File: src/pwm_pkg.sv
// Shared constants for the match based PWM unit
package pwm_pkg;

  // ----------------------------------------
  // Sizes
  // ----------------------------------------
  localparam int NMATCH = 7;
  localparam int NOUT = 6;
  localparam int AW = 8;

  // ----------------------------------------
  // Register byte offsets
  // ----------------------------------------
  localparam logic [7:0] OFS_FLAGS = 8'h00;
  localparam logic [7:0] OFS_CTL = 8'h04;
  localparam logic [7:0] OFS_COUNT = 8'h08;
  localparam logic [7:0] OFS_PRESCALE = 8'h0C;
  localparam logic [7:0] OFS_PRE_CNT = 8'h10;
  localparam logic [7:0] OFS_MATCH_CTL = 8'h14;
  localparam logic [7:0] OFS_MATCH0 = 8'h18;
  localparam logic [7:0] OFS_CNT_CTL = 8'h34;
  localparam logic [7:0] OFS_OUT_CTL = 8'h38;
  localparam logic [7:0] OFS_LATCH_EN = 8'h3C;
  localparam logic [7:0] OFS_CAP_CTL = 8'h40;
  localparam logic [7:0] OFS_CAP0 = 8'h44;

  // ----------------------------------------
  // Field positions
  // ----------------------------------------
  localparam int CTL_EN = 0;
  localparam int CTL_RST = 1;
  localparam int CTL_PWM = 3;
  localparam int CTL_SLAVE = 4;
  localparam int CTL_W = 5;
  localparam int MC_INT = 0;
  localparam int MC_RST = 1;
  localparam int MC_STOP = 2;
  localparam int MC_W = 3;
  localparam int OC_OE_LO = 9;
  localparam int OC_W = 15;
  localparam int CC_RISE = 0;
  localparam int CC_FALL = 1;
  localparam int CC_INT = 2;
  localparam int CC_W = 3;
  localparam int FLAG_CAP_LO = 7;

  // ----------------------------------------
  // Reset values and encodings
  // ----------------------------------------
  localparam logic [31:0] RST_WORD = 32'h0000_0000;
  localparam logic [1:0] AXI_OKAY = 2'b00;

  typedef enum logic [1:0] {
    CNT_TIMER = 2'b00,
    CNT_RISE = 2'b01,
    CNT_FALL = 2'b10,
    CNT_BOTH = 2'b11
  } cnt_mode_e;

endpackage

File: src/match_pwm_unit.sv
// Timer with prescaler, seven match registers and six PWM outputs
// Functional notes
// - 32-bit counter behind 32-bit prescaler
// - Count clock: bus clock or capture input edges
// - Seven matches; six single or three double outputs
// - Match may continue, stop or reset; interrupt optional
// - Match zero resets counter, sets shared period
// - Single-edge output: period match plus one match
// - Extra single-edge output costs one match
// - Single-edge outputs rise at period match
// - Double-edge output: period plus set and clear
// - Extra double-edge output costs two matches
// - Edges anywhere; order gives pulse polarity
// - Double-edge output positive or negative pulse
// - Period and width in whole counts
// - In PWM mode new matches apply only at cycle boundary
// - Without PWM mode acts as plain timer
// - Two units start together, master and slave
// - Matches switch pins and raise interrupts
`timescale 1ns/1ps
module match_pwm_unit #(
  parameter int NCAP = 2
) (
  input wire logic aclk,
  input wire logic aresetn,
  input wire logic [7:0] s_axi_awaddr,
  input wire logic s_axi_awvalid,
  output logic s_axi_awready,
  input wire logic [31:0] s_axi_wdata,
  input wire logic [3:0] s_axi_wstrb,
  input wire logic s_axi_wvalid,
  output logic s_axi_wready,
  output logic [1:0] s_axi_bresp,
  output logic s_axi_bvalid,
  input wire logic s_axi_bready,
  input wire logic [7:0] s_axi_araddr,
  input wire logic s_axi_arvalid,
  output logic s_axi_arready,
  output logic [31:0] s_axi_rdata,
  output logic [1:0] s_axi_rresp,
  output logic s_axi_rvalid,
  input wire logic s_axi_rready,
  input wire logic [NCAP-1:0] cap_in,
  input wire logic sync_in,
  output logic sync_out,
  output logic [5:0] pwm_out,
  output logic [5:0] pwm_oe,
  output logic irq
);

  localparam int NF = pwm_pkg::FLAG_CAP_LO + NCAP;

  if (NCAP < 1 || NCAP > 4)
    $error("NCAP must lie between 1 and 4");

  // ----------------------------------------
  // Registers and bus front end
  // ----------------------------------------
  logic [NF-1:0] flags_r;
  logic [pwm_pkg::CTL_W-1:0] ctl_r;
  logic [31:0] tc_r;
  logic [31:0] pr_r;
  logic [31:0] pc_r;
  logic [3*pwm_pkg::NMATCH-1:0] mcr_r;
  logic [3:0] cnt_ctl_r;
  logic [pwm_pkg::OC_W-1:0] oc_r;
  logic [3*NCAP-1:0] ccr_r;
  logic [31:0] cap_r [NCAP];
  logic [NCAP-1:0] cap_prev_r;
  logic [6:1] out_r;
  logic started_r;
  logic en_prev_r;
  logic [31:0] shadow [pwm_pkg::NMATCH];
  logic [31:0] act [pwm_pkg::NMATCH];
  logic [pwm_pkg::NMATCH-1:0] ler;
  logic [pwm_pkg::NMATCH-1:0] hit;
  logic [31:0] rd_word [64];
  logic wr_en;
  logic [7:0] wr_addr;
  logic [31:0] wr_data;
  logic [3:0] wr_strb;
  logic [31:0] rd_data;

  axil_slave u_bus (
    .aclk(aclk),
    .aresetn(aresetn),
    .awaddr(s_axi_awaddr),
    .awvalid(s_axi_awvalid),
    .awready(s_axi_awready),
    .wdata(s_axi_wdata),
    .wstrb(s_axi_wstrb),
    .wvalid(s_axi_wvalid),
    .wready(s_axi_wready),
    .bresp(s_axi_bresp),
    .bvalid(s_axi_bvalid),
    .bready(s_axi_bready),
    .araddr(s_axi_araddr),
    .arvalid(s_axi_arvalid),
    .arready(s_axi_arready),
    .rdata(s_axi_rdata),
    .rresp(s_axi_rresp),
    .rvalid(s_axi_rvalid),
    .rready(s_axi_rready),
    .wr_en(wr_en),
    .wr_addr(wr_addr),
    .wr_data(wr_data),
    .wr_strb(wr_strb),
    .rd_en(),
    .rd_data(rd_data)
  );

  // Read view; unmapped words read zero
  always_comb
  begin
    rd_word = '{default: pwm_pkg::RST_WORD};
    rd_word[pwm_pkg::OFS_FLAGS[7:2]] = 32'(flags_r);
    rd_word[pwm_pkg::OFS_CTL[7:2]] = 32'(ctl_r);
    rd_word[pwm_pkg::OFS_COUNT[7:2]] = tc_r;
    rd_word[pwm_pkg::OFS_PRESCALE[7:2]] = pr_r;
    rd_word[pwm_pkg::OFS_PRE_CNT[7:2]] = pc_r;
    rd_word[pwm_pkg::OFS_MATCH_CTL[7:2]] = 32'(mcr_r);
    rd_word[pwm_pkg::OFS_CNT_CTL[7:2]] = 32'(cnt_ctl_r);
    rd_word[pwm_pkg::OFS_OUT_CTL[7:2]] = 32'(oc_r);
    rd_word[pwm_pkg::OFS_LATCH_EN[7:2]] = 32'(ler);
    rd_word[pwm_pkg::OFS_CAP_CTL[7:2]] = 32'(ccr_r);
    for (int i = 0; i < pwm_pkg::NMATCH; i++)
      rd_word[6'(pwm_pkg::OFS_MATCH0[7:2] + i)] = shadow[i];
    for (int j = 0; j < NCAP; j++)
      rd_word[6'(pwm_pkg::OFS_CAP0[7:2] + j)] = cap_r[j];
  end

  wire [5:0] widx = wr_addr[7:2];
  wire [31:0] bmask = {{8{wr_strb[3]}}, {8{wr_strb[2]}},
                       {8{wr_strb[1]}}, {8{wr_strb[0]}}};
  wire [31:0] wval = (rd_word[widx] & ~bmask) | (wr_data & bmask);
  wire [31:0] wclr = wr_data & bmask;
  assign rd_data = rd_word[s_axi_araddr[7:2]];

  wire wr_flags = wr_en && widx == pwm_pkg::OFS_FLAGS[7:2];
  wire wr_ctl = wr_en && widx == pwm_pkg::OFS_CTL[7:2];
  wire wr_count = wr_en && widx == pwm_pkg::OFS_COUNT[7:2];
  wire wr_pre = wr_en && widx == pwm_pkg::OFS_PRESCALE[7:2];
  wire wr_pc = wr_en && widx == pwm_pkg::OFS_PRE_CNT[7:2];
  wire wr_mcr = wr_en && widx == pwm_pkg::OFS_MATCH_CTL[7:2];
  wire wr_cnt_ctl = wr_en && widx == pwm_pkg::OFS_CNT_CTL[7:2];
  wire wr_oc = wr_en && widx == pwm_pkg::OFS_OUT_CTL[7:2];
  wire wr_ler = wr_en && widx == pwm_pkg::OFS_LATCH_EN[7:2];
  wire wr_ccr = wr_en && widx == pwm_pkg::OFS_CAP_CTL[7:2];

  // ----------------------------------------
  // Count source and prescaler
  // ----------------------------------------
  wire pwm_on = ctl_r[pwm_pkg::CTL_PWM];
  wire [1:0] cnt_sel = cnt_ctl_r[3:2];
  wire [3:0] cap_pad = 4'(cap_in);
  wire [3:0] prev_pad = 4'(cap_prev_r);
  wire src_rise = cap_pad[cnt_sel] && !prev_pad[cnt_sel];
  wire src_fall = !cap_pad[cnt_sel] && prev_pad[cnt_sel];
  pwm_pkg::cnt_mode_e cnt_mode;
  assign cnt_mode = pwm_pkg::cnt_mode_e'(cnt_ctl_r[1:0]);
  wire cnt_edge = (cnt_mode == pwm_pkg::CNT_TIMER) ||
                  (cnt_mode == pwm_pkg::CNT_RISE && src_rise) ||
                  (cnt_mode == pwm_pkg::CNT_FALL && src_fall) ||
                  (cnt_mode == pwm_pkg::CNT_BOTH && (src_rise || src_fall));
  // Slave holds off until the master start pulse arrives
  wire run = ctl_r[pwm_pkg::CTL_EN] && !ctl_r[pwm_pkg::CTL_RST] &&
             (!ctl_r[pwm_pkg::CTL_SLAVE] || started_r);
  wire pre_tick = run && cnt_edge;
  wire tick = pre_tick && (pc_r == pr_r);

  // ----------------------------------------
  // Match channels and actions
  // ----------------------------------------
  logic [pwm_pkg::NMATCH-1:0] m_int;
  logic [pwm_pkg::NMATCH-1:0] m_rst;
  logic [pwm_pkg::NMATCH-1:0] m_stop;

  for (genvar i = 0; i < pwm_pkg::NMATCH; i++)
  begin : g_match
    assign m_int[i] = mcr_r[pwm_pkg::MC_W*i + pwm_pkg::MC_INT];
    assign m_rst[i] = mcr_r[pwm_pkg::MC_W*i + pwm_pkg::MC_RST];
    assign m_stop[i] = mcr_r[pwm_pkg::MC_W*i + pwm_pkg::MC_STOP];
    match_channel u_ch (
      .aclk(aclk),
      .aresetn(aresetn),
      .wr_en(wr_en && widx == 6'(pwm_pkg::OFS_MATCH0[7:2] + i)),
      .wr_val(wval),
      .ler_set(wr_ler && wval[i]),
      .direct(!pwm_on),
      .upd(hit[0]),
      .tick(tick),
      .count(tc_r),
      .shadow(shadow[i]),
      .active(act[i]),
      .ler(ler[i]),
      .hit(hit[i])
    );
  end

  // Match zero always closes the cycle in PWM mode
  wire rst_hit = |(hit & m_rst) || (pwm_on && hit[0]);
  wire stop_hit = |(hit & m_stop);

  // ----------------------------------------
  // Capture channels
  // ----------------------------------------
  logic [NCAP-1:0] cap_ev;
  for (genvar j = 0; j < NCAP; j++)
  begin : g_cap
    assign cap_ev[j] =
      (ccr_r[pwm_pkg::CC_W*j + pwm_pkg::CC_RISE] &&
       cap_in[j] && !cap_prev_r[j]) ||
      (ccr_r[pwm_pkg::CC_W*j + pwm_pkg::CC_FALL] &&
       !cap_in[j] && cap_prev_r[j]);
    always_ff @(posedge aclk)
    begin
      if (!aresetn)
        cap_r[j] <= pwm_pkg::RST_WORD;
      else if (cap_ev[j])
        cap_r[j] <= tc_r;
    end
  end

  logic [NCAP-1:0] cap_int;
  for (genvar j = 0; j < NCAP; j++)
  begin : g_cint
    assign cap_int[j] = cap_ev[j] && ccr_r[pwm_pkg::CC_W*j + pwm_pkg::CC_INT];
  end

  // Hardware set wins over a software clear in the same cycle
  wire [NF-1:0] flag_set = {cap_int, hit & m_int};
  assign irq = |flags_r;

  // ----------------------------------------
  // PWM output edges
  // ----------------------------------------
  logic [6:1] pwm_set;
  logic [6:1] pwm_clr;
  assign pwm_set[1] = hit[0];
  assign pwm_clr[1] = hit[1];
  for (genvar n = 2; n <= pwm_pkg::NOUT; n++)
  begin : g_edge
    assign pwm_set[n] = oc_r[n] ? hit[n-1] : hit[0];
    assign pwm_clr[n] = hit[n];
  end
  assign pwm_out = out_r;
  assign pwm_oe = oc_r[pwm_pkg::OC_OE_LO +: 6] & {6{pwm_on}};

  // ----------------------------------------
  // State update
  // ----------------------------------------
  always_ff @(posedge aclk)
  begin
    if (!aresetn)
    begin
      flags_r <= '0;
      ctl_r <= '0;
      tc_r <= pwm_pkg::RST_WORD;
      pr_r <= pwm_pkg::RST_WORD;
      pc_r <= pwm_pkg::RST_WORD;
      mcr_r <= '0;
      cnt_ctl_r <= 4'h0;
      oc_r <= '0;
      ccr_r <= '0;
      cap_prev_r <= '0;
      out_r <= '0;
      started_r <= 1'b0;
      en_prev_r <= 1'b0;
      sync_out <= 1'b0;
    end
    else
    begin
      flags_r <= (flags_r & ~(wr_flags ? wclr[NF-1:0] : '0)) | flag_set;
      if (wr_ctl)
        ctl_r <= wval[pwm_pkg::CTL_W-1:0];
      else if (stop_hit)
        ctl_r[pwm_pkg::CTL_EN] <= 1'b0;
      if (ctl_r[pwm_pkg::CTL_RST])
        tc_r <= pwm_pkg::RST_WORD;
      else if (wr_count)
        tc_r <= wval;
      else if (tick)
        tc_r <= rst_hit ? pwm_pkg::RST_WORD : tc_r + 32'd1;
      if (ctl_r[pwm_pkg::CTL_RST] || (pre_tick && pc_r == pr_r))
        pc_r <= pwm_pkg::RST_WORD;
      else if (wr_pc)
        pc_r <= wval;
      else if (pre_tick)
        pc_r <= pc_r + 32'd1;
      if (wr_pre)
        pr_r <= wval;
      if (wr_mcr)
        mcr_r <= wval[3*pwm_pkg::NMATCH-1:0];
      if (wr_cnt_ctl)
        cnt_ctl_r <= wval[3:0];
      if (wr_oc)
        oc_r <= wval[pwm_pkg::OC_W-1:0];
      if (wr_ccr)
        ccr_r <= wval[3*NCAP-1:0];
      cap_prev_r <= cap_in;
      // Clear beats set so a match equal to the period stays low
      for (int n = 1; n <= pwm_pkg::NOUT; n++)
        out_r[n] <= pwm_on && !pwm_clr[n] && (pwm_set[n] || out_r[n]);
      en_prev_r <= ctl_r[pwm_pkg::CTL_EN];
      sync_out <= ctl_r[pwm_pkg::CTL_EN] && !en_prev_r;
      started_r <= ctl_r[pwm_pkg::CTL_EN] && (sync_in || started_r);
    end
  end
endmodule // match_pwm_unit

File: src/match_channel.sv
// One match register with its shadow, release bit and comparator
`timescale 1ns/1ps
module match_channel (
  input wire logic aclk,
  input wire logic aresetn,
  input wire logic wr_en,
  input wire logic [31:0] wr_val,
  input wire logic ler_set,
  input wire logic direct,
  input wire logic upd,
  input wire logic tick,
  input wire logic [31:0] count,
  output logic [31:0] shadow,
  output logic [31:0] active,
  output logic ler,
  output logic hit
);

  assign hit = tick && (count == active);

  // In PWM mode the shadow only reaches the comparator at a cycle boundary once released; otherwise it passes straight through
  always_ff @(posedge aclk)
  begin
    if (!aresetn)
    begin
      shadow <= pwm_pkg::RST_WORD;
      active <= pwm_pkg::RST_WORD;
      ler <= 1'b0;
    end
    else
    begin
      if (wr_en)
        shadow <= wr_val;
      if (direct)
        active <= wr_en ? wr_val : shadow;
      else if (upd && ler)
        active <= shadow;
      ler <= ler_set || (ler && !(upd && !direct));
    end
  end

endmodule // match_channel

File: src/axil_slave.sv
// AXI4-Lite slave front end, one write and one read in flight
`timescale 1ns/1ps
module axil_slave (
  input wire logic aclk,
  input wire logic aresetn,
  input wire logic [7:0] awaddr,
  input wire logic awvalid,
  output logic awready,
  input wire logic [31:0] wdata,
  input wire logic [3:0] wstrb,
  input wire logic wvalid,
  output logic wready,
  output logic [1:0] bresp,
  output logic bvalid,
  input wire logic bready,
  input wire logic [7:0] araddr,
  input wire logic arvalid,
  output logic arready,
  output logic [31:0] rdata,
  output logic [1:0] rresp,
  output logic rvalid,
  input wire logic rready,
  output logic wr_en,
  output logic [7:0] wr_addr,
  output logic [31:0] wr_data,
  output logic [3:0] wr_strb,
  output logic rd_en,
  input wire logic [31:0] rd_data
);

  logic aw_hold_r;
  logic w_hold_r;
  logic [7:0] addr_r;
  logic [31:0] data_r;
  logic [3:0] strb_r;
  wire aw_got = aw_hold_r || (awvalid && awready);
  wire w_got = w_hold_r || (wvalid && wready);

  assign awready = !aw_hold_r && !bvalid;
  assign wready = !w_hold_r && !bvalid;
  assign wr_en = aw_got && w_got && !bvalid;
  assign wr_addr = aw_hold_r ? addr_r : awaddr;
  assign wr_data = w_hold_r ? data_r : wdata;
  assign wr_strb = w_hold_r ? strb_r : wstrb;
  assign arready = !rvalid;
  assign rd_en = arvalid && arready;
  assign bresp = pwm_pkg::AXI_OKAY;
  assign rresp = pwm_pkg::AXI_OKAY;

  always_ff @(posedge aclk)
  begin
    if (!aresetn)
    begin
      aw_hold_r <= 1'b0;
      w_hold_r <= 1'b0;
      addr_r <= 8'h00;
      data_r <= pwm_pkg::RST_WORD;
      strb_r <= 4'h0;
      bvalid <= 1'b0;
      rvalid <= 1'b0;
      rdata <= pwm_pkg::RST_WORD;
    end
    else
    begin
      aw_hold_r <= aw_got && !wr_en;
      w_hold_r <= w_got && !wr_en;
      if (awvalid && awready)
        addr_r <= awaddr;
      if (wvalid && wready)
      begin
        data_r <= wdata;
        strb_r <= wstrb;
      end
      bvalid <= wr_en || (bvalid && !bready);
      rvalid <= rd_en || (rvalid && !rready);
      if (rd_en)
        rdata <= rd_data;
    end
  end

endmodule // axil_slave

File: config.mk
export PLATFORM = sky130hd
export DESIGN_NAME = match_pwm_unit
export DESIGN_NICKNAME = d
export VERILOG_FILES = /design/src/pwm_pkg.sv /design/src/match_pwm_unit.sv /design/src/match_channel.sv /design/src/axil_slave.sv
export SDC_FILE = /design/constraint.sdc
export NUM_CORES = 2
export LEC_CHECK = 0
export BUFFER_PORTS_ARGS = -buffer_cell sky130_fd_sc_hd__buf_2
export CORE_ASPECT_RATIO = 0.5
export CORE_UTILIZATION = 32
export DETAILED_ROUTE_END_ITERATION = 10
export GPL_ROUTABILITY_DRIVEN = 1
export SLEW_MARGIN = 20
export SYNTH_ARGS = -nofsm -noshare
export SYNTH_HDL_FRONTEND = slang
export SYNTH_HIERARCHICAL = 1
export SYNTH_SLANG_ARGS = --single-unit
File: constraint.sdc
create_clock -name aclk -period 14.19 [get_ports aclk]
set_input_delay 2.838 -clock aclk [delete_from_list [all_inputs] [get_ports aclk]]
set_output_delay 2.838 -clock aclk [all_outputs]
set_load 0.02 [all_outputs]
==> impl_metrics.tcl <==
set metrics [dict create \
    period_share_pct 57.30 \
    rsz0062_at_grt "false" \
    hold_depth 1 \
    wl_um 193700 \
    maxSlewHeadroom_pct 13.71 \
    cts_root_buffer "clkbuf_16" \
    drc 0 \
    crit_required_ps 14780 \
    drv_cap 0 \
    tns_ps 0 \
    num_rows 94 \
    cts_inserted_buffers 81 \
    num_vias 38734 \
    final_nets 4523 \
    leakagePower_nw 17.93 \
    drive_above_1_share_pct 15.28 \
    cts_buffer_depth 3 \
    crit_arrival_ps 8720 \
    routed_via_density 6.143 \
    critPathCaptureType "flop" \
    start_kind "input port" \
    final_max_slew_viol_count 0 \
    gp_congestion 1.040 \
    dr.pass1.iters 10 \
    yosys_warnings 6 \
    grt.overflow.total 0 \
    die_w_um 517.6 \
    worstMarginPinSlew_ps 1284 \
    avgSynthCellArea_sq_um 9.399 \
    clk_pin_slew_ps 70 \
    skew_ps 46.63 \
    synthCells 4526 \
    powerDensity_nw_per_um2 108.0 \
    hpwl_um 136000 \
    grt_usage_pct 27.61 \
    initial_core_util_pct 32.29 \
    fmax_mhz 123.0 \
    port_buffers 108 \
    post_drt_wl_per_cell_um 30.72 \
    cts_tree "built" \
    fin_crit_ps 8131 \
    synth_area_sq_um 42540 \
    cts.sinks 764 \
    drt_iter0_drc 5907 \
    clk_latency_ps 710 \
    ant_nets 0 \
    dieArea_sq_um 134500 \
    first_global_vias 34715 \
    reg2regPathDepth 19 \
    hp-class "flop to flop" \
    grt_max_degree 186 \
    cts_hold_buf 0 \
    die_y_um 259.8 \
    p_total_w 0.005096 \
    cts_max_level 3 \
    cts_resized 0 \
    postCtsSetupBuffers 0 \
    setup_viol 0 \
    hold_violations 0 \
    ir_drop_mv 0.09462 \
    syn_to_final_growth_pct 10.89 \
    status "finished, final reports clean" \
    antenna_found_initial 4 \
    crit_fanout 27 \
    criticalPathCategory "input port to flop" \
    ios 117 \
    grt_pass1_wl_um 268600 \
    coreArea_sq_um 131700 \
]
[power breakdown]
group / internal [W] / total [W] / switching, W
Sequential: 0.00220 / 0.00223 / 0.0000303
Clock: 0.00129 / 0.00227 / 0.000982
Combinational: 0.000162 / 0.000594 / 0.000431
[final cells by class]
| class | instances | area, sq um |
|---|---|---|
| inverters | 38 | 143.9 |
| multi-input cells | 3361 | 24730 |
| flip-flops and latches | 764 | 15940 |
| repair buffers | 211 | 1365 |
| fillers | 13368 | 84550 |
| clock inverters | 33 | 406.6 |
| diodes | 6 | 15.01 |
| well taps | 1776 | 2222 |
| clock buffers | 116 | 2352 |
[worst paths after layout]
kind,startpoint,endpoint,slack (ps)
hold reg to reg,en_prev_r,sync_out,440
setup / recovery,cap_in[1],tc_r[26],6060
hold / removal,en_prev_r,sync_out,440
setup reg to reg,cnt_ctl_r[2],tc_r[26],7700
[routing by layer]
layer	part of all wire (%)	track usage [%]	wire length, um
met5	0.024	0	47
met4	5.7	13.59	11100
met3	13	9.094	24780
met2	40	38.52	77010
met1	42	37.83	80740
[state kept, by name, summed over array words and instances (netlist names), 7 cells and up]
name                 count
tc_r                    32
u_bus/rdata             32
cap_r                   64
pc_r                    32
mcr_r                   21
u_bus/data_r            32
flags_r                  9
g_match.u_ch/ler         7
oc_r                    15
g_match.u_ch/active    224
g_match.u_ch/shadow    224
pr_r                    32
[metrics by stage]
stage,setup WS [ps],cell area (sq um),instances,hold WS (ps),utilization [%]
floorplan,5944,42550,4529,368.2,-
global placement,5669,44320,6149,427.4,33.65
detailed placement,5800,44350,6149,435.5,33.67
CTS,6524,47110,6298,451.3,35.76
global route,5893,47160,6299,460.7,35.80
finish,6059,47170,6305,444.3,35.81
[cells in the final DEF, fill, tap and decap left out, types with 33 or more instances in the layout]
master and n:
o221ai_1 181, nor4_1 58, dfxtp_1 699, nor3_1 38, a211oi_1 38, and2_1 33
nand2_1 388, mux4_2 122, nor2b_1 246, clkbuf_16 84, nand3_1 126, xor2_1 246
and3_1 92, buf_2 105, inv_1 35, o21ai_0 145, a21oi_1 63, mux2_2 134
a21boi_0 81, buf_4 102, nor2_1 484, nand2b_1 33, edfxtp_1 64, nand4_1 33
a22o_1 53, xnor2_1 42, mux2i_1 319, a22oi_1 57
[critical path, stage by stage]
cell	delay, ps
buf_2	120
mux2i_1	250
nor2_1	160
ha_1	290
and2_1	150
o21a_1	430
nor4_2	120
nand4_2	120
buf_4	350
inv_1	250
nand3_1	150
nor3_1	70
buf_4	200
a22o_1	230
a221oi_1	240
and4_1	600
nand2_1	640
nor2_1	690
nand2_1	390
o311ai_0	380
Power figures use the tool's default switching activity.
